<file path="src/cpu_regs_params.svh">
// Register indices, flag positions, reset values and widths for the CPU register file
`ifndef CPU_REGS_PARAMS_SVH
`define CPU_REGS_PARAMS_SVH
`define IDX_DATA_WORD_ZERO 5'h00
`define IDX_DATA_WORD_ONE 5'h01
`define IDX_DATA_WORD_TWO 5'h02
`define IDX_DATA_WORD_THREE 5'h03
`define IDX_ADDR_POINTER_ZERO 5'h04
`define IDX_ADDR_POINTER_ONE 5'h05
`define IDX_FRAME_BASE 5'h06
`define IDX_VECTOR_TABLE_BASE 5'h07
`define IDX_PROGRAM_COUNTER 5'h08
`define IDX_USER_STACK 5'h09
`define IDX_IRQ_STACK 5'h0A
`define IDX_STATIC_BASE 5'h0B
`define IDX_STATE_FLAGS 5'h0C
`define IDX_ACTIVE_STACK 5'h0D
`define IDX_DATA_ZERO_LOWER_BYTE 5'h10
`define IDX_DATA_ZERO_UPPER_BYTE 5'h11
`define IDX_DATA_ONE_LOWER_BYTE 5'h12
`define IDX_DATA_ONE_UPPER_BYTE 5'h13
`define IDX_DATA_PAIR_LOW_LONG 5'h14
`define IDX_DATA_PAIR_HIGH_LONG 5'h15
`define IDX_ADDR_POINTER_LONG 5'h16
`define FLAG_CARRY 0
`define FLAG_DEBUG 1
`define FLAG_ZERO 2
`define FLAG_SIGN 3
`define FLAG_BANK 4
`define FLAG_OVERFLOW 5
`define FLAG_IRQ_ENABLE 6
`define FLAG_STACK_SEL 7
`define RST_WORD 16'h0000
`define RST_WIDE 20'h0_0000
`define RST_FLAGS 11'h000
`define RST_READ 32'h0000_0000
`endif

</file>
<file path="src/cpu_regs_pkg.sv">
// Types shared by the CPU register file and its users
package cpu_regs_pkg;
	typedef enum logic [1:0] {
		size_byte = 2'h0,
		size_word = 2'h1,
		size_long = 2'h2
	} access_size_t;
	typedef struct packed {
		logic [31:0] result;
		access_size_t size;
		logic carry;
		logic overflow;
		logic set_carry;
		logic set_zero_sign;
		logic set_overflow;
	} alu_update_t;
endpackage

</file>
<file path="src/cpu_banked_register_file.sv">
// Banked CPU register set with byte, word and long views and a flag register
`timescale 1ns/10ps
`include "cpu_regs_params.svh"
module cpu_banked_register_file
	import cpu_regs_pkg::*;
#(
	parameter int DATA_W = 16,
	parameter int WIDE_W = 20,
	parameter int FLAG_W = 11
) (
	input wire logic clock_i,
	input wire logic resetn_i,
	input wire logic [4:0] reg_addr_i,
	input wire logic [31:0] reg_wdata_i,
	input wire logic reg_write_i,
	input wire logic reg_read_i,
	output logic [31:0] reg_rdata_o,
	input wire alu_update_t alu_update_i,
	input wire logic pc_step_i,
	input wire logic [2:0] pc_step_len_i,
	input wire logic sp_adjust_i,
	input wire logic [15:0] sp_delta_i,
	output logic [19:0] program_counter_o,
	output logic [19:0] vector_table_base_o,
	output logic [15:0] active_stack_pointer_o,
	output logic [15:0] frame_base_pointer_o,
	output logic [15:0] static_base_pointer_o,
	output logic [10:0] cpu_state_flags_o
);

	// Banked storage, indexed by bank then register
	logic [DATA_W-1:0] data_reg [0:1][0:3];
	logic [DATA_W-1:0] addr_reg [0:1][0:1];
	logic [DATA_W-1:0] fb_reg [0:1];
	logic [DATA_W-1:0] fb_next [0:1];

	// Shared storage
	logic [WIDE_W-1:0] vector_table_base_reg;
	logic [WIDE_W-1:0] pc_reg;
	logic [WIDE_W-1:0] pc_next;
	logic [DATA_W-1:0] usp_reg;
	logic [DATA_W-1:0] usp_next;
	logic [DATA_W-1:0] isp_reg;
	logic [DATA_W-1:0] isp_next;
	logic [DATA_W-1:0] sb_reg;
	logic [FLAG_W-1:0] flg_reg;
	logic [FLAG_W-1:0] flg_next;

	// Mirrors of the currently selected registers
	logic [DATA_W-1:0] active_sp_reg;
	logic [DATA_W-1:0] fb_active_reg;

	// Read path
	logic [31:0] rdata_reg;
	logic [31:0] read_value;

	// Decoded strobes
	logic cur_bank;
	logic cur_stack;
	logic wr_sel_user;
	logic wr_sel_irq;

	// Replace one byte of a word, other byte kept
	function automatic logic [15:0] byte_merge(
		input logic [15:0] old_word,
		input logic [7:0] new_byte,
		input logic upper
	);
		logic [15:0] merged;
		merged = upper ? {new_byte, old_word[7:0]} : {old_word[15:8], new_byte};
		return merged;
	endfunction

	// Zero test of a result at its operand size
	function automatic logic result_zero(
		input logic [31:0] value,
		input access_size_t size
	);
		logic is_zero;
		is_zero = 1'b0;
		case (size)
			size_byte: is_zero = (value[7:0] == 8'h00);
			size_word: is_zero = (value[15:0] == 16'h0000);
			default: is_zero = (value == 32'h0000_0000);
		endcase
		return is_zero;
	endfunction

	// Sign bit of a result at its operand size
	function automatic logic result_negative(
		input logic [31:0] value,
		input access_size_t size
	);
		logic neg;
		neg = 1'b0;
		case (size)
			size_byte: neg = value[7];
			size_word: neg = value[15];
			default: neg = value[31];
		endcase
		return neg;
	endfunction

	// Bank and stack selection follow the stored flags
	assign cur_bank = flg_reg[`FLAG_BANK];
	assign cur_stack = flg_reg[`FLAG_STACK_SEL];

	// Which stack pointer a write lands in
	always_comb begin
		wr_sel_user = 1'b0;
		wr_sel_irq = 1'b0;
		if (reg_write_i) begin
			if (reg_addr_i == `IDX_USER_STACK) begin
				wr_sel_user = 1'b1;
			end else if (reg_addr_i == `IDX_IRQ_STACK) begin
				wr_sel_irq = 1'b1;
			end else if (reg_addr_i == `IDX_ACTIVE_STACK) begin
				wr_sel_user = ~cur_stack;
				wr_sel_irq = cur_stack;
			end
		end
	end

	// Data registers of the selected bank, byte, word and long views
	always_ff @(posedge clock_i or negedge resetn_i) begin
		if (!resetn_i) begin
			for (int b = 0; b < 2; b++) begin
				for (int r = 0; r < 4; r++) begin
					data_reg[b][r] <= `RST_WORD;
				end
			end
		end else if (reg_write_i) begin
			if (reg_addr_i == `IDX_DATA_WORD_ZERO) begin
				data_reg[cur_bank][0] <= reg_wdata_i[15:0];
			end else if (reg_addr_i == `IDX_DATA_WORD_ONE) begin
				data_reg[cur_bank][1] <= reg_wdata_i[15:0];
			end else if (reg_addr_i == `IDX_DATA_WORD_TWO) begin
				data_reg[cur_bank][2] <= reg_wdata_i[15:0];
			end else if (reg_addr_i == `IDX_DATA_WORD_THREE) begin
				data_reg[cur_bank][3] <= reg_wdata_i[15:0];
			end else if (reg_addr_i == `IDX_DATA_ZERO_LOWER_BYTE) begin
				data_reg[cur_bank][0] <= byte_merge(data_reg[cur_bank][0], reg_wdata_i[7:0], 1'b0);
			end else if (reg_addr_i == `IDX_DATA_ZERO_UPPER_BYTE) begin
				data_reg[cur_bank][0] <= byte_merge(data_reg[cur_bank][0], reg_wdata_i[7:0], 1'b1);
			end else if (reg_addr_i == `IDX_DATA_ONE_LOWER_BYTE) begin
				data_reg[cur_bank][1] <= byte_merge(data_reg[cur_bank][1], reg_wdata_i[7:0], 1'b0);
			end else if (reg_addr_i == `IDX_DATA_ONE_UPPER_BYTE) begin
				data_reg[cur_bank][1] <= byte_merge(data_reg[cur_bank][1], reg_wdata_i[7:0], 1'b1);
			end else if (reg_addr_i == `IDX_DATA_PAIR_LOW_LONG) begin
				data_reg[cur_bank][0] <= reg_wdata_i[15:0];
				data_reg[cur_bank][2] <= reg_wdata_i[31:16];
			end else if (reg_addr_i == `IDX_DATA_PAIR_HIGH_LONG) begin
				data_reg[cur_bank][1] <= reg_wdata_i[15:0];
				data_reg[cur_bank][3] <= reg_wdata_i[31:16];
			end
		end
	end

	// Address registers of the selected bank
	always_ff @(posedge clock_i or negedge resetn_i) begin
		if (!resetn_i) begin
			for (int b = 0; b < 2; b++) begin
				addr_reg[b][0] <= `RST_WORD;
				addr_reg[b][1] <= `RST_WORD;
			end
		end else if (reg_write_i) begin
			if (reg_addr_i == `IDX_ADDR_POINTER_ZERO) begin
				addr_reg[cur_bank][0] <= reg_wdata_i[15:0];
			end else if (reg_addr_i == `IDX_ADDR_POINTER_ONE) begin
				addr_reg[cur_bank][1] <= reg_wdata_i[15:0];
			end else if (reg_addr_i == `IDX_ADDR_POINTER_LONG) begin
				addr_reg[cur_bank][0] <= reg_wdata_i[15:0];
				addr_reg[cur_bank][1] <= reg_wdata_i[31:16];
			end
		end
	end

	// Next frame base of each bank
	always_comb begin
		fb_next[0] = fb_reg[0];
		fb_next[1] = fb_reg[1];
		if (reg_write_i && (reg_addr_i == `IDX_FRAME_BASE)) begin
			fb_next[cur_bank] = reg_wdata_i[15:0];
		end
	end

	// Frame base registers, one per bank
	always_ff @(posedge clock_i or negedge resetn_i) begin
		if (!resetn_i) begin
			fb_reg[0] <= `RST_WORD;
			fb_reg[1] <= `RST_WORD;
		end else begin
			fb_reg[0] <= fb_next[0];
			fb_reg[1] <= fb_next[1];
		end
	end

	// Frame base of the bank in force next cycle
	always_ff @(posedge clock_i or negedge resetn_i) begin
		if (!resetn_i) begin
			fb_active_reg <= `RST_WORD;
		end else begin
			fb_active_reg <= fb_next[flg_next[`FLAG_BANK]];
		end
	end

	// Vector table base, shared by both banks
	always_ff @(posedge clock_i or negedge resetn_i) begin
		if (!resetn_i) begin
			vector_table_base_reg <= `RST_WIDE;
		end else if (reg_write_i && (reg_addr_i == `IDX_VECTOR_TABLE_BASE)) begin
			vector_table_base_reg <= reg_wdata_i[19:0];
		end
	end

	// Static base, shared by both banks
	always_ff @(posedge clock_i or negedge resetn_i) begin
		if (!resetn_i) begin
			sb_reg <= `RST_WORD;
		end else if (reg_write_i && (reg_addr_i == `IDX_STATIC_BASE)) begin
			sb_reg <= reg_wdata_i[15:0];
		end
	end

	// Program counter: a load wins over a step
	always_comb begin
		pc_next = pc_reg;
		if (reg_write_i && (reg_addr_i == `IDX_PROGRAM_COUNTER)) begin
			pc_next = reg_wdata_i[19:0];
		end else if (pc_step_i) begin
			pc_next = pc_reg + {17'h0_0000, pc_step_len_i};
		end
	end

	// Program counter register
	always_ff @(posedge clock_i or negedge resetn_i) begin
		if (!resetn_i) begin
			pc_reg <= `RST_WIDE;
		end else begin
			pc_reg <= pc_next;
		end
	end

	// Stack pointers: a write wins over an adjust of the active one
	always_comb begin
		usp_next = usp_reg;
		isp_next = isp_reg;
		if (wr_sel_user) begin
			usp_next = reg_wdata_i[15:0];
		end else if (sp_adjust_i && !cur_stack) begin
			usp_next = usp_reg + sp_delta_i;
		end
		if (wr_sel_irq) begin
			isp_next = reg_wdata_i[15:0];
		end else if (sp_adjust_i && cur_stack) begin
			isp_next = isp_reg + sp_delta_i;
		end
	end

	// Stack pointer registers, shared by both banks
	always_ff @(posedge clock_i or negedge resetn_i) begin
		if (!resetn_i) begin
			usp_reg <= `RST_WORD;
			isp_reg <= `RST_WORD;
		end else begin
			usp_reg <= usp_next;
			isp_reg <= isp_next;
		end
	end

	// Active stack pointer under next cycle's select flag
	always_ff @(posedge clock_i or negedge resetn_i) begin
		if (!resetn_i) begin
			active_sp_reg <= `RST_WORD;
		end else if (flg_next[`FLAG_STACK_SEL]) begin
			active_sp_reg <= isp_next;
		end else begin
			active_sp_reg <= usp_next;
		end
	end

	// Flags: a direct write wins over the arithmetic unit
	always_comb begin
		flg_next = flg_reg;
		if (reg_write_i && (reg_addr_i == `IDX_STATE_FLAGS)) begin
			flg_next = reg_wdata_i[10:0];
		end else begin
			if (alu_update_i.set_carry) begin
				flg_next[`FLAG_CARRY] = alu_update_i.carry;
			end
			if (alu_update_i.set_zero_sign) begin
				flg_next[`FLAG_ZERO] = result_zero(alu_update_i.result, alu_update_i.size);
				flg_next[`FLAG_SIGN] = result_negative(alu_update_i.result, alu_update_i.size);
			end
			if (alu_update_i.set_overflow) begin
				flg_next[`FLAG_OVERFLOW] = alu_update_i.overflow;
			end
		end
	end

	// Flag register
	always_ff @(posedge clock_i or negedge resetn_i) begin
		if (!resetn_i) begin
			flg_reg <= `RST_FLAGS;
		end else begin
			flg_reg <= flg_next;
		end
	end

	// Read selection from the current bank and shared set
	always_comb begin
		read_value = 32'h0000_0000;
		if (reg_addr_i == `IDX_DATA_WORD_ZERO) begin
			read_value = {16'h0000, data_reg[cur_bank][0]};
		end else if (reg_addr_i == `IDX_DATA_WORD_ONE) begin
			read_value = {16'h0000, data_reg[cur_bank][1]};
		end else if (reg_addr_i == `IDX_DATA_WORD_TWO) begin
			read_value = {16'h0000, data_reg[cur_bank][2]};
		end else if (reg_addr_i == `IDX_DATA_WORD_THREE) begin
			read_value = {16'h0000, data_reg[cur_bank][3]};
		end else if (reg_addr_i == `IDX_ADDR_POINTER_ZERO) begin
			read_value = {16'h0000, addr_reg[cur_bank][0]};
		end else if (reg_addr_i == `IDX_ADDR_POINTER_ONE) begin
			read_value = {16'h0000, addr_reg[cur_bank][1]};
		end else if (reg_addr_i == `IDX_FRAME_BASE) begin
			read_value = {16'h0000, fb_reg[cur_bank]};
		end else if (reg_addr_i == `IDX_VECTOR_TABLE_BASE) begin
			read_value = {12'h000, vector_table_base_reg};
		end else if (reg_addr_i == `IDX_PROGRAM_COUNTER) begin
			read_value = {12'h000, pc_reg};
		end else if (reg_addr_i == `IDX_USER_STACK) begin
			read_value = {16'h0000, usp_reg};
		end else if (reg_addr_i == `IDX_IRQ_STACK) begin
			read_value = {16'h0000, isp_reg};
		end else if (reg_addr_i == `IDX_STATIC_BASE) begin
			read_value = {16'h0000, sb_reg};
		end else if (reg_addr_i == `IDX_STATE_FLAGS) begin
			read_value = {21'h00_0000, flg_reg};
		end else if (reg_addr_i == `IDX_ACTIVE_STACK) begin
			read_value = {16'h0000, cur_stack ? isp_reg : usp_reg};
		end else if (reg_addr_i == `IDX_DATA_ZERO_LOWER_BYTE) begin
			read_value = {24'h00_0000, data_reg[cur_bank][0][7:0]};
		end else if (reg_addr_i == `IDX_DATA_ZERO_UPPER_BYTE) begin
			read_value = {24'h00_0000, data_reg[cur_bank][0][15:8]};
		end else if (reg_addr_i == `IDX_DATA_ONE_LOWER_BYTE) begin
			read_value = {24'h00_0000, data_reg[cur_bank][1][7:0]};
		end else if (reg_addr_i == `IDX_DATA_ONE_UPPER_BYTE) begin
			read_value = {24'h00_0000, data_reg[cur_bank][1][15:8]};
		end else if (reg_addr_i == `IDX_DATA_PAIR_LOW_LONG) begin
			read_value = {data_reg[cur_bank][2], data_reg[cur_bank][0]};
		end else if (reg_addr_i == `IDX_DATA_PAIR_HIGH_LONG) begin
			read_value = {data_reg[cur_bank][3], data_reg[cur_bank][1]};
		end else if (reg_addr_i == `IDX_ADDR_POINTER_LONG) begin
			read_value = {addr_reg[cur_bank][1], addr_reg[cur_bank][0]};
		end
	end

	// Read data stands one cycle after the strobe, zero otherwise
	always_ff @(posedge clock_i or negedge resetn_i) begin
		if (!resetn_i) begin
			rdata_reg <= `RST_READ;
		end else begin
			rdata_reg <= reg_read_i ? read_value : `RST_READ;
		end
	end

	// Outputs, each straight from a flop
	assign reg_rdata_o = rdata_reg;
	assign program_counter_o = pc_reg;
	assign vector_table_base_o = vector_table_base_reg;
	assign active_stack_pointer_o = active_sp_reg;
	assign frame_base_pointer_o = fb_active_reg;
	assign static_base_pointer_o = sb_reg;
	assign cpu_state_flags_o = flg_reg;

endmodule

</file>
<file path="config.mk">
export PLATFORM = sky130hd
export DESIGN_NAME = cpu_banked_register_file
export DESIGN_NICKNAME = d
export VERILOG_FILES = /design/src/cpu_regs_pkg.sv /design/src/cpu_banked_register_file.sv
export VERILOG_INCLUDE_DIRS = /design/src
export SDC_FILE = /design/constraint.sdc
export NUM_CORES = 1
export LEC_CHECK = 0
export BUFFER_PORTS_ARGS = -buffer_cell sky130_fd_sc_hd__buf_2
export CAP_MARGIN = 5
export CORE_UTILIZATION = 45
export CTS_CLUSTER_SIZE = 24
export DETAILED_ROUTE_END_ITERATION = 12
export RECOVER_POWER = 25
export SYNTH_ARGS = -nofsm -noshare
export SYNTH_HDL_FRONTEND = slang
export SYNTH_SLANG_ARGS = --single-unit
</file>
<file path="constraint.sdc">
create_clock -name clock_i -period 3.6 [get_ports clock_i]
set_input_delay 0.54 -clock clock_i [delete_from_list [all_inputs] [get_ports clock_i]]
set_output_delay 0.54 -clock clock_i [all_outputs]
set_load 0.005 [all_outputs]
</file>
# After elaboration in Yosys (flattened, before gate mapping)
# Cells that the tools add are included.
[op_classes] add_sub_neg=3 multipliers=0 n_div=0 order_cmp=3 eq_ne=21 shift=0 n_mux=102 n_bitwise=3 reduce_logical=22
[op_table] cell="bitwise mux 128 bit" count=10
[op_table] cell="2-to-1 mux 128 bit" count=10
[op_table] cell="2-to-1 mux 32 bit" count=28
[op_table] cell="2-to-1 mux 64 bit" count=7
[op_table] cell="demux 64 bit (select 1 bit)" count=4
[op_table] cell="2-to-1 mux 16 bit" count=15
[op_table] cell="bitwise mux 64 bit" count=3
[op_table] cell="demux 32 bit (select 1 bit)" count=2
[op_table] cell="2-to-1 mux 48 bit" count=1
[op_table] cell="2-to-1 mux 20 bit" count=2
[op_table] cell="== test 5 bit, second input constant" count=7
[op_table] cell="adder 16 bit" count=2
[op_table] cell="bitwise mux 32 bit" count=1
[op_table] cell="logical NOT 32 bit" count=1
[op_table] cell="== test 5 x 4 -> 1 bit, second input constant" count=6
[op_table] cell="adder 20 x 3 -> 20 bit" count=1
[op_table] cell="== test 5 x 3 -> 1 bit, second input constant" count=4
[op_table] cell="demux 16 bit (select 1 bit)" count=1
[op_table] cell="logical NOT 16 bit" count=1
[op_table] cell="2-to-1 mux 1 bit" count=13
[op_table] cell="== test 5 x 2 -> 1 bit, second input constant" count=2
[op_table] cell="nonzero test 10 bit" count=1
[op_table] cell="logical AND 1 bit" count=8
[op_table] cell="logical NOT 8 bit" count=1
[op_table] cell="other kinds (14)" count=23
[totals] reg_bits=387 latchBits=0 ramBits=0 romBits=0 in_bits=101 output_inout_bits=131 wordCells=181 mem_count=0

# Logic depth before layout (Yosys ltp)
# Gate-level depths: netlist (run 1).
[logic_depth] word_depth=26 mapped_depth=11 depth_no_buf=11

# Worst setup path before layout (run 1)
# Ideal clock, no wire load.
[synth_timing] path_kind="input to register" startpoint="input port sp_delta_i[0]" endpoint="register active_sp_reg[14], in the netlist active_stack_pointer_o[14]" setup_time_ns=0.125 arrival_ns=2.542 required_ns=3.475 path_slack_ns=0.934 path_stages=11 n_path_buf=0 cell_sequence="ha_1 > inv_1 > fa_1 > nor2b_1 > o31a_1 > o31ai_4 > o31ai_1 > and2_1 > mux2i_1 > a31oi_1 > mux2_2"
[synth_between] elab_chain_cells=4 word_cells_on_any_way=7 cone_classes="2 x add/sub; 5 x mux"
[synth_lines] element="from (decl)" line="cpu_banked_register_file.sv:22" source="input wire logic [15:0] sp_delta_i,"
[synth_lines] element="adder 16 bit" line="cpu_banked_register_file.sv:256" source="isp_next = isp_reg + sp_delta_i;"
[synth_lines] element="2-to-1 mux 16 bit" line="cpu_banked_register_file.sv:255" source="end else if (sp_adjust_i && cur_stack) begin"
[synth_lines] element="2-to-1 mux 16 bit" line="cpu_banked_register_file.sv:253" source="if (wr_sel_irq) begin"
[synth_lines] element="net isp_next[14]" line="cpu_banked_register_file.sv:44" source="logic [DATA_W-1:0] isp_next;"
[synth_lines] element="2-to-1 mux 16 bit" line="cpu_banked_register_file.sv:275" source="end else if (flg_next[`FLAG_STACK_SEL]) begin"
[synth_lines] element="to (signal assigned)" line="cpu_banked_register_file.sv:274" source="active_sp_reg <= `RST_WORD;"
[synth_lines] element="to (signal assigned)" line="cpu_banked_register_file.sv:276" source="active_sp_reg <= isp_next;"
[synth_lines] element="to (signal assigned)" line="cpu_banked_register_file.sv:278" source="active_sp_reg <= usp_next;"
[synth_lines] element="to (decl)" line="cpu_banked_register_file.sv:50" source="logic [DATA_W-1:0] active_sp_reg;"
# The timed path passes the listed nets, and every way through them passes these cells.
# A chain may end at the register's enable or synchronous reset.

# Final worst setup path (run 1)
[layout_timing] startpoint="register flg_reg[4], in the netlist cpu_state_flags_o[4]" endpoint="register rdata_reg[1], in the netlist reg_rdata_o[1]"
[layout_between] elab_chain_cells=26 word_cells_on_any_way=32 cone_classes="31 x mux; 1 x bitwise"
[layout_lines] element="from (decl)" line="cpu_banked_register_file.sv:46" source="logic [FLAG_W-1:0] flg_reg;"
[layout_lines] element="from (signal assigned)" line="cpu_banked_register_file.sv:304" source="flg_reg <= `RST_FLAGS;"
[layout_lines] element="from (signal assigned)" line="cpu_banked_register_file.sv:306" source="flg_reg <= flg_next;"
[layout_lines] element="inverter 1 -> 2 bit (not written as such) (*)"
[layout_lines] element="2-to-1 mux 32 bit (not written as such) (3 in a row)" line="cpu_banked_register_file.sv:322, cpu_banked_register_file.sv:354"
[layout_lines] element="2-to-1 mux 32 bit" line="cpu_banked_register_file.sv:353" source="end else if (reg_addr_i == `IDX_ADDR_POINTER_LONG) begin"
[layout_lines] element="2-to-1 mux 32 bit" line="cpu_banked_register_file.sv:351" source="end else if (reg_addr_i == `IDX_DATA_PAIR_HIGH_LONG) begin"
[layout_lines] element="2-to-1 mux 32 bit" line="cpu_banked_register_file.sv:349" source="end else if (reg_addr_i == `IDX_DATA_PAIR_LOW_LONG) begin"
[layout_lines] element="2-to-1 mux 32 bit" line="cpu_banked_register_file.sv:347" source="end else if (reg_addr_i == `IDX_DATA_ONE_UPPER_BYTE) begin"
[layout_lines] element="2-to-1 mux 32 bit" line="cpu_banked_register_file.sv:345" source="end else if (reg_addr_i == `IDX_DATA_ONE_LOWER_BYTE) begin"
[layout_lines] element="2-to-1 mux 32 bit" line="cpu_banked_register_file.sv:343" source="end else if (reg_addr_i == `IDX_DATA_ZERO_UPPER_BYTE) begin"
[layout_lines] element="[8 not listed]"
[layout_lines] element="2-to-1 mux 32 bit" line="cpu_banked_register_file.sv:325" source="end else if (reg_addr_i == `IDX_FRAME_BASE) begin"
[layout_lines] element="2-to-1 mux 32 bit" line="cpu_banked_register_file.sv:323" source="end else if (reg_addr_i == `IDX_ADDR_POINTER_ONE) begin"
[layout_lines] element="2-to-1 mux 32 bit" line="cpu_banked_register_file.sv:321" source="end else if (reg_addr_i == `IDX_ADDR_POINTER_ZERO) begin"
[layout_lines] element="2-to-1 mux 32 bit" line="cpu_banked_register_file.sv:319" source="end else if (reg_addr_i == `IDX_DATA_WORD_THREE) begin"
[layout_lines] element="2-to-1 mux 32 bit" line="cpu_banked_register_file.sv:317" source="end else if (reg_addr_i == `IDX_DATA_WORD_TWO) begin"
[layout_lines] element="2-to-1 mux 32 bit" line="cpu_banked_register_file.sv:315" source="end else if (reg_addr_i == `IDX_DATA_WORD_ONE) begin"
[layout_lines] element="2-to-1 mux 32 bit (*)" line="cpu_banked_register_file.sv:313" source="if (reg_addr_i == `IDX_DATA_WORD_ZERO) begin"
[layout_lines] element="2-to-1 mux 32 bit (no line) (*)"
[layout_lines] element="to (signal assigned)" line="cpu_banked_register_file.sv:361" source="rdata_reg <= `RST_READ;"
[layout_lines] element="to (signal assigned)" line="cpu_banked_register_file.sv:363" source="rdata_reg <= reg_read_i ? read_value : `RST_READ;"
[layout_lines] element="to (decl)" line="cpu_banked_register_file.sv:54" source="logic [31:0] rdata_reg;"
# Every way passes the cells marked *; elsewhere a longest branch is shown, timed or not. The select of a mux whose other input is x is not followed.

==> results_dict.tcl, run 1 <==
set metrics [dict create \
    drive_gt1_frac 0.269 \
    vdd_drop_max_uv 363 \
    fin_worst_skew_ps 18.5 \
    comb_power_share 0.315 \
    hold_ws_ps 278 \
    tightest_slew_ps 2870 \
    crit_family "compound AO/OA/AOI/OAI gates" \
    ys_warn_count 0 \
    multi_input_area_um2 11100 \
    grt_first_pass_wirelength_mm 122 \
    dr.pass1.iters 10 \
    synth_most_common_cell "dfrtp_1" \
    seq_area_frac_synth 0.447 \
    p_switching_w 0.00566 \
    root_buffer "clkbuf_16" \
    power_w 0.0158 \
    crit_arrival_ps 3680 \
    core_um2 47600 \
    rsz0062_at_grt "false" \
    fmax_mhz 308 \
    regArea_um2 9690 \
    power_frac_clock 0.291 \
    critPathLaunchType "flip-flop" \
    wl_met2_mm 37.8 \
    final_antenna_net_count 0 \
    post_cts_resized 0 \
    period_minus_slack_ps 3240 \
    max-cap-violations 1 \
    areaGrowthSynthToFinish_pct 15.4 \
    cts_buffer_depth 3 \
    maxSlewViolCount 90 \
    required_ps 4040 \
    dieArea_um2 49000 \
    synth_nets 2304 \
    die_w_um 221 \
    grt_max_degree 93 \
    critPathSlowestCell "dfrtp_4" \
    final_nets 2501 \
    n_antenna_cell 0 \
    drt_iter0_drc 2164 \
    netlist_top_cells_count "dfrtp_1, nand2_1, mux2_2" \
    synthTopCellsByArea "dfrtp_1, mux2_2, mux2i_1, a21oi_1, nand2_1" \
    critPathKind "flip-flop to flip-flop" \
    numCtsBuffers 45 \
    synth_flop_cell "dfrtp_1" \
    max_stage_delay_ps 810 \
    dp.final_hpwl_mm 60.1 \
    async_reset_ff_frac 1.00 \
    num_io_pins 232 \
    wl_per_cell_um 27.4 \
    htree_levels 2 \
    cts_tree "done" \
    cts_setup_buffers 0 \
    clk_pin_slew_ps 60 \
    synth_area_per_cell_um2 10.0 \
    insertion_delay_ps 590 \
    yosysTopAreaCell "dfrtp_1" \
    setup_tns_ps 0 \
    setup_viol 0 \
    crit_path_cell_trace "buf_4 > mux2i_1 > o22ai_1 > o221ai_1 > a21oi_1 > o221ai_1 > a21oi_1" \
    synth_top_area_frac 0.447 \
    relSlewSlack -0.915 \
    top_layer_used "met5" \
    endpoint_kind "flip-flop" \
    synthCells 2167 \
    hold_viol_final 0 \
    outcome "finished with violations" \
    worstPathMaxFanout 32 \
    yosys.cell_types.count 92 \
    power.density_nw_per_um2 633 \
    dr_total_vias 19052 \
    grt_antenna_before_repair 1 \
    route.met3.wl_mm 6.78 \
    crit_buf_inv 1 \
    power_frac_seq 0.394 \
    grtUsageTotal 0.335 \
    grt_pass1_vias 18467 \
    remaining_drc_errors 1 \
    clock_sinks 387 \
    synth_edf_count 0 \
    wl_met1_mm 34.8 \
    p_leak_nw 11.3 \
    violations "DRC, capacitance limit, slew limit" \
    sw_frac_of_total 0.358 \
    rows 80 \
    overflow 0 \
    timing.final.crit_share 0.901 \
    syn-cell-area_um2 21700 \
    portBuffers 231 \
    synth_seq_cells 387 \
    vias_per_cell 6.32 \
    internal-power_w 0.0102 \
    fill_cells 4326 \
    postCtsHoldBufs 0 \
    hp-class "input port to flip-flop" \
    wirelength_mm 82.6 \
    initial_core_util 0.455 \
    largest_reg_flops 128 \
    fp.dieH_um 221 \
    gp_congestion 1.05 \
]
## routing by layer
metal  vias to the layer above  track usage
met3                       171       0.0540
met5                         -            0
met2                      1011        0.525
li1                       8330            -
met1                      9538        0.465
met4                         2        0.128
## power by group through the flow
stage          sequential, W  combinational (W)  clock (W)
3_5_place_dp         0.00628            0.00488          0
5_1_grt              0.00632            0.00539    0.00482
6_report             0.00623            0.00498    0.00461
2_1_floorplan        0.00589            0.00325          0
4_1_cts              0.00621            0.00491    0.00465
3_3_place_gp         0.00626            0.00477          0
## tightest hold or removal path: stages
cell and delay, ps:
buf_2 80, nor4_1 40, o21ai_0 70, a31oi_1 80
## worst paths after layout
path | startpoint | endpoint | slack (ps) | cells after the start
worst min register to register | data_reg[81]$_DFFE_PN0P_ | data_reg[81]$_DFFE_PN0P_ | 480 | 2
min in group asynchronous | resetn_i | program_counter_o[14]$_DFFE_PN0P_ | 880 | 1
worst max-delay path | cpu_state_flags_o[4]$_DFF_PN0_ | reg_rdata_o[1]$_DFF_PN0_ | 360 | 7
worst max register to register | cpu_state_flags_o[4]$_DFF_PN0_ | reg_rdata_o[1]$_DFF_PN0_ | 360 | 7
worst min-delay path | alu_update_i[7] | cpu_state_flags_o[2]$_DFFE_PN0P_ | 280 | 4
max in group asynchronous | resetn_i | data_reg[89]$_DFFE_PN0P_ | 680 | 2
## cell usage in the layout (no fill, tap or decap), types with 20 or more instances in the layout
master	instances
nand3_1	27
buf_2	230
ha_1	33
mux2i_1	125
o22ai_1	43
a211oi_1	20
o31ai_1	34
a21oi_1	173
clkbuf_16	47
nand2_1	209
dfrtp_1	386
a22oi_1	67
nor2_1	189
o21ai_0	146
mux2_2	207
buf_4	73
## final cells by class
cell class / instances / area share
Multi-Input combinational cell: 1593 / 0.442
Sequential cell: 387 / 0.387
Timing Repair Buffer: 317 / 0.0767
Clock buffer: 71 / 0.0562
Tap cell: 615 / 0.0308
Clock inverter: 11 / 0.00360
Inverter: 20 / 0.00300
## through the flow
| stage | worst slack, ps | std cells | util | cell area, um2 |
|---|---|---|---|---|
| after floorplan | 934 | 2167 | - | 21700 |
| after global placement | 154 | 2932 | 0.494 | 23600 |
| after detailed placement | 123 | 2932 | 0.494 | 23600 |
| after CTS | 539 | 3014 | 0.526 | 25000 |
| after global routing | 233 | 3014 | 0.525 | 25000 |
| final | 358 | 3014 | 0.525 | 25000 |
## cell families after synthesis
family          share of synthesized area
buf+inv                            0.0436
simple gates                        0.116
compound gates                      0.187
fa+ha+maj                          0.0223
mux                                 0.170
xor+xnor                           0.0141
flops                               0.447
(Power assumes the default switching activity.)
==> inputs of run 2 (changes only) <==
--- a/config.mk
+++ b/config.mk
@@ -8,9 +8,12 @@
 export LEC_CHECK = 0
 export BUFFER_PORTS_ARGS = -buffer_cell sky130_fd_sc_hd__buf_2
 export CAP_MARGIN = 5
-export CORE_UTILIZATION = 45
+export CELL_PAD_IN_SITES_DETAIL_PLACEMENT = 0
+export CELL_PAD_IN_SITES_GLOBAL_PLACEMENT = 2
+export CORE_UTILIZATION = 38
 export CTS_CLUSTER_SIZE = 24
 export DETAILED_ROUTE_END_ITERATION = 12
+export PLACE_DENSITY_LB_ADDON = 0.1
 export RECOVER_POWER = 25
 export SYNTH_ARGS = -nofsm -noshare
 export SYNTH_HDL_FRONTEND = slang
==> run 2 against run 1 <==
- the flow finishes with violations (capacitance limit, slew limit)
- power up 0.77%
- non-clock buffer count up 7
- maximum frequency up 6.2%
- final cell count up 5.0%
- first-iteration DRC count down 22%
- die area up 18%
- critical endpoint is now reg_rdata_o[7]$_DFF_PN0_
==> results_dict.tcl, run 2 (synthesis gave the netlist of run 1 again) <==
set metrics [dict create \
    clock_sinks 387 \
    initial_core_util 0.384 \
    fill_cells 5605 \
    power.density_nw_per_um2 633 \
    outcome "finished with violations" \
    endpoint_kind "flip-flop" \
    hp-class "input port to flip-flop" \
    worstPathMaxFanout 29 \
    critPathSlowestCell "dfrtp_4" \
    grt_pass1_vias 18276 \
    maxSlewViolCount 62 \
    reg2reg_slack_ps 550 \
    crit_buf_inv 1 \
    max-cap-violations 1 \
    cp-endpoint "reg_rdata_o[7]$_DFF_PN0_" \
    crit_path_cell_trace "buf_4 > mux2i_1 > o22ai_1 > o21ai_1 > o2111ai_1 > o21ai_1 > a31o_1 > a31oi_1" \
    finalInstanceArea_um2 25200 \
    wl_per_cell_um 29.0 \
    reg2reg_from "cpu_state_flags_o[4]$_DFF_PN0_" \
    final_common_cell "dfrtp_1" \
    hold_viol_final 0 \
    max_stage_delay_ps 750 \
    grtUsageTotal 0.317 \
    violations "capacitance limit, slew limit" \
    gp_congestion 0.997 \
    core_um2 56400 \
    required_ps 4050 \
    fmax_mhz 328 \
    htree_levels 2 \
    areaGrowthSynthToFinish_pct 16.2 \
    critPathKind "flip-flop to flip-flop" \
    largest_reg_flops 128 \
    root_buffer "clkbuf_16" \
    rr_worst_depth 8 \
    dr.pass1.iters 5 \
    p_leak_nw 11.3 \
    cts_setup_buffers 0 \
    crit_start "cpu_state_flags_o[4]$_DFF_PN0_" \
    wirelength_mm 91.9 \
    dr_total_vias 18800 \
    final_antenna_net_count 0 \
    mostFrequentLayoutCells "dfrtp_1, buf_2, nand2_1" \
    crit_arrival_ps 3500 \
    drive_gt1_frac 0.271 \
    tightest_slew_ps 1870 \
    relSlewSlack -0.244 \
    insertion_delay_ps 610 \
    portBuffers 231 \
    die_w_um 241 \
    rsz0062_at_grt "false" \
    vdd_drop_max_uv 325 \
    drt_iter0_drc 1678 \
    dp.final_hpwl_mm 67.6 \
    timing.final.crit_share 0.848 \
    fin_worst_skew_ps 24.2 \
    remaining_drc_errors 0 \
    hold_ws_ps 257 \
    period_minus_slack_ps 3050 \
    clk_pin_slew_ps 60 \
    setup_viol 0 \
    r2r-end "reg_rdata_o[7]$_DFF_PN0_" \
    cts_buffer_depth 3 \
    grt_first_pass_wirelength_mm 131 \
    crit_cells 8 \
    crit_family "compound AO/OA/AOI/OAI gates" \
    grt_max_degree 79 \
    final_nets 2508 \
    path_common_cell "o21ai_1" \
    post_cts_resized 0 \
    overflow 0 \
    postCtsHoldBufs 1 \
    rows 87 \
    setup_tns_ps 0 \
    num_io_pins 232 \
    critPathLaunchType "flip-flop" \
    cts_tree "done" \
    vias_per_cell 5.94 \
    fp.dieH_um 241 \
    place_area_um2 23700 \
    hold_start "alu_update_i[9]" \
    numCtsBuffers 45 \
    dieArea_um2 58000 \
    grt_antenna_before_repair 1 \
]
run 2: cell count changes in the layout (fill, tap and decap cells not counted), sizes merged:
cell	previous run	this run
diode	0	1
buf	313	321
dlygate4sd3	0	1
clkbuf	75	67
clkinv	8	15
run 2: routing by layer:
metal  wire, um  part of all wire  track usage
met2      42000              0.46        0.500
met5          0                 0            0
met1      40500              0.44        0.438
met3       5900             0.064       0.0478
met4       3480             0.038        0.122
run 2: how the worst min path moves through the flow:
stage	end	slack (ps)	cells after the start
5_1_grt	cpu_state_flags_o[5]$_DFFE_PN0P_	280	3
2_1_floorplan	active_stack_pointer_o[0]$_DFF_PN0_	240	0
4_1_cts	cpu_state_flags_o[2]$_DFFE_PN0P_	240	4
3_3_place_gp	data_reg[22]$_DFFE_PN0P_	460	2
3_5_place_dp	data_reg[16]$_DFFE_PN0P_	460	2
6_report	cpu_state_flags_o[2]$_DFFE_PN0P_	260	4
run 2: worst reg2reg max path, cell delays in order, from the launching register on:
cell and delay [ps]:
dfrtp_4 750, buf_4 510, mux2i_1 410, o22ai_1 120, o21ai_1 270, o2111ai_1 250
o21ai_1 320, a31o_1 190, a31oi_1 90
run 2: power breakdown:
part	internal (W)	leakage, nW	total (W)	switching [W]
logic	0.00214	5.59	0.00508	0.00294
registers	0.00529	4.98	0.00628	0.000986
clock network	0.00262	0.729	0.00459	0.00197
total	0.0101	11.3	0.0159	0.00590
run 2: final cells by class:
cell class,count,area [um2],area share
Clock inverter,18,148,0.00586
Inverter,20,75.1,0.00298
Clock buffer,65,1310,0.0521
Tap cell,756,946,0.0375
Antenna cell,1,2.50,0.0000993
Timing Repair Buffer,324,1970,0.0781
Multi-Input combinational cell,1593,11100,0.439
Sequential cell,387,9690,0.385
run 2: through the flow:
| step | std cells | utilization | total power [W] | setup slack, ps |
|---|---|---|---|---|
| global route | 3164 | 0.447 | 0.0168 | 387 |
| finish | 3164 | 0.447 | 0.0159 | 548 |
| global placement | 3079 | 0.421 | 0.0113 | 264 |
| CTS | 3163 | 0.447 | 0.0160 | 590 |
| floorplan | 2167 | - | 0.00914 | 934 |
| detailed placement | 3079 | 0.421 | 0.0114 | 278 |
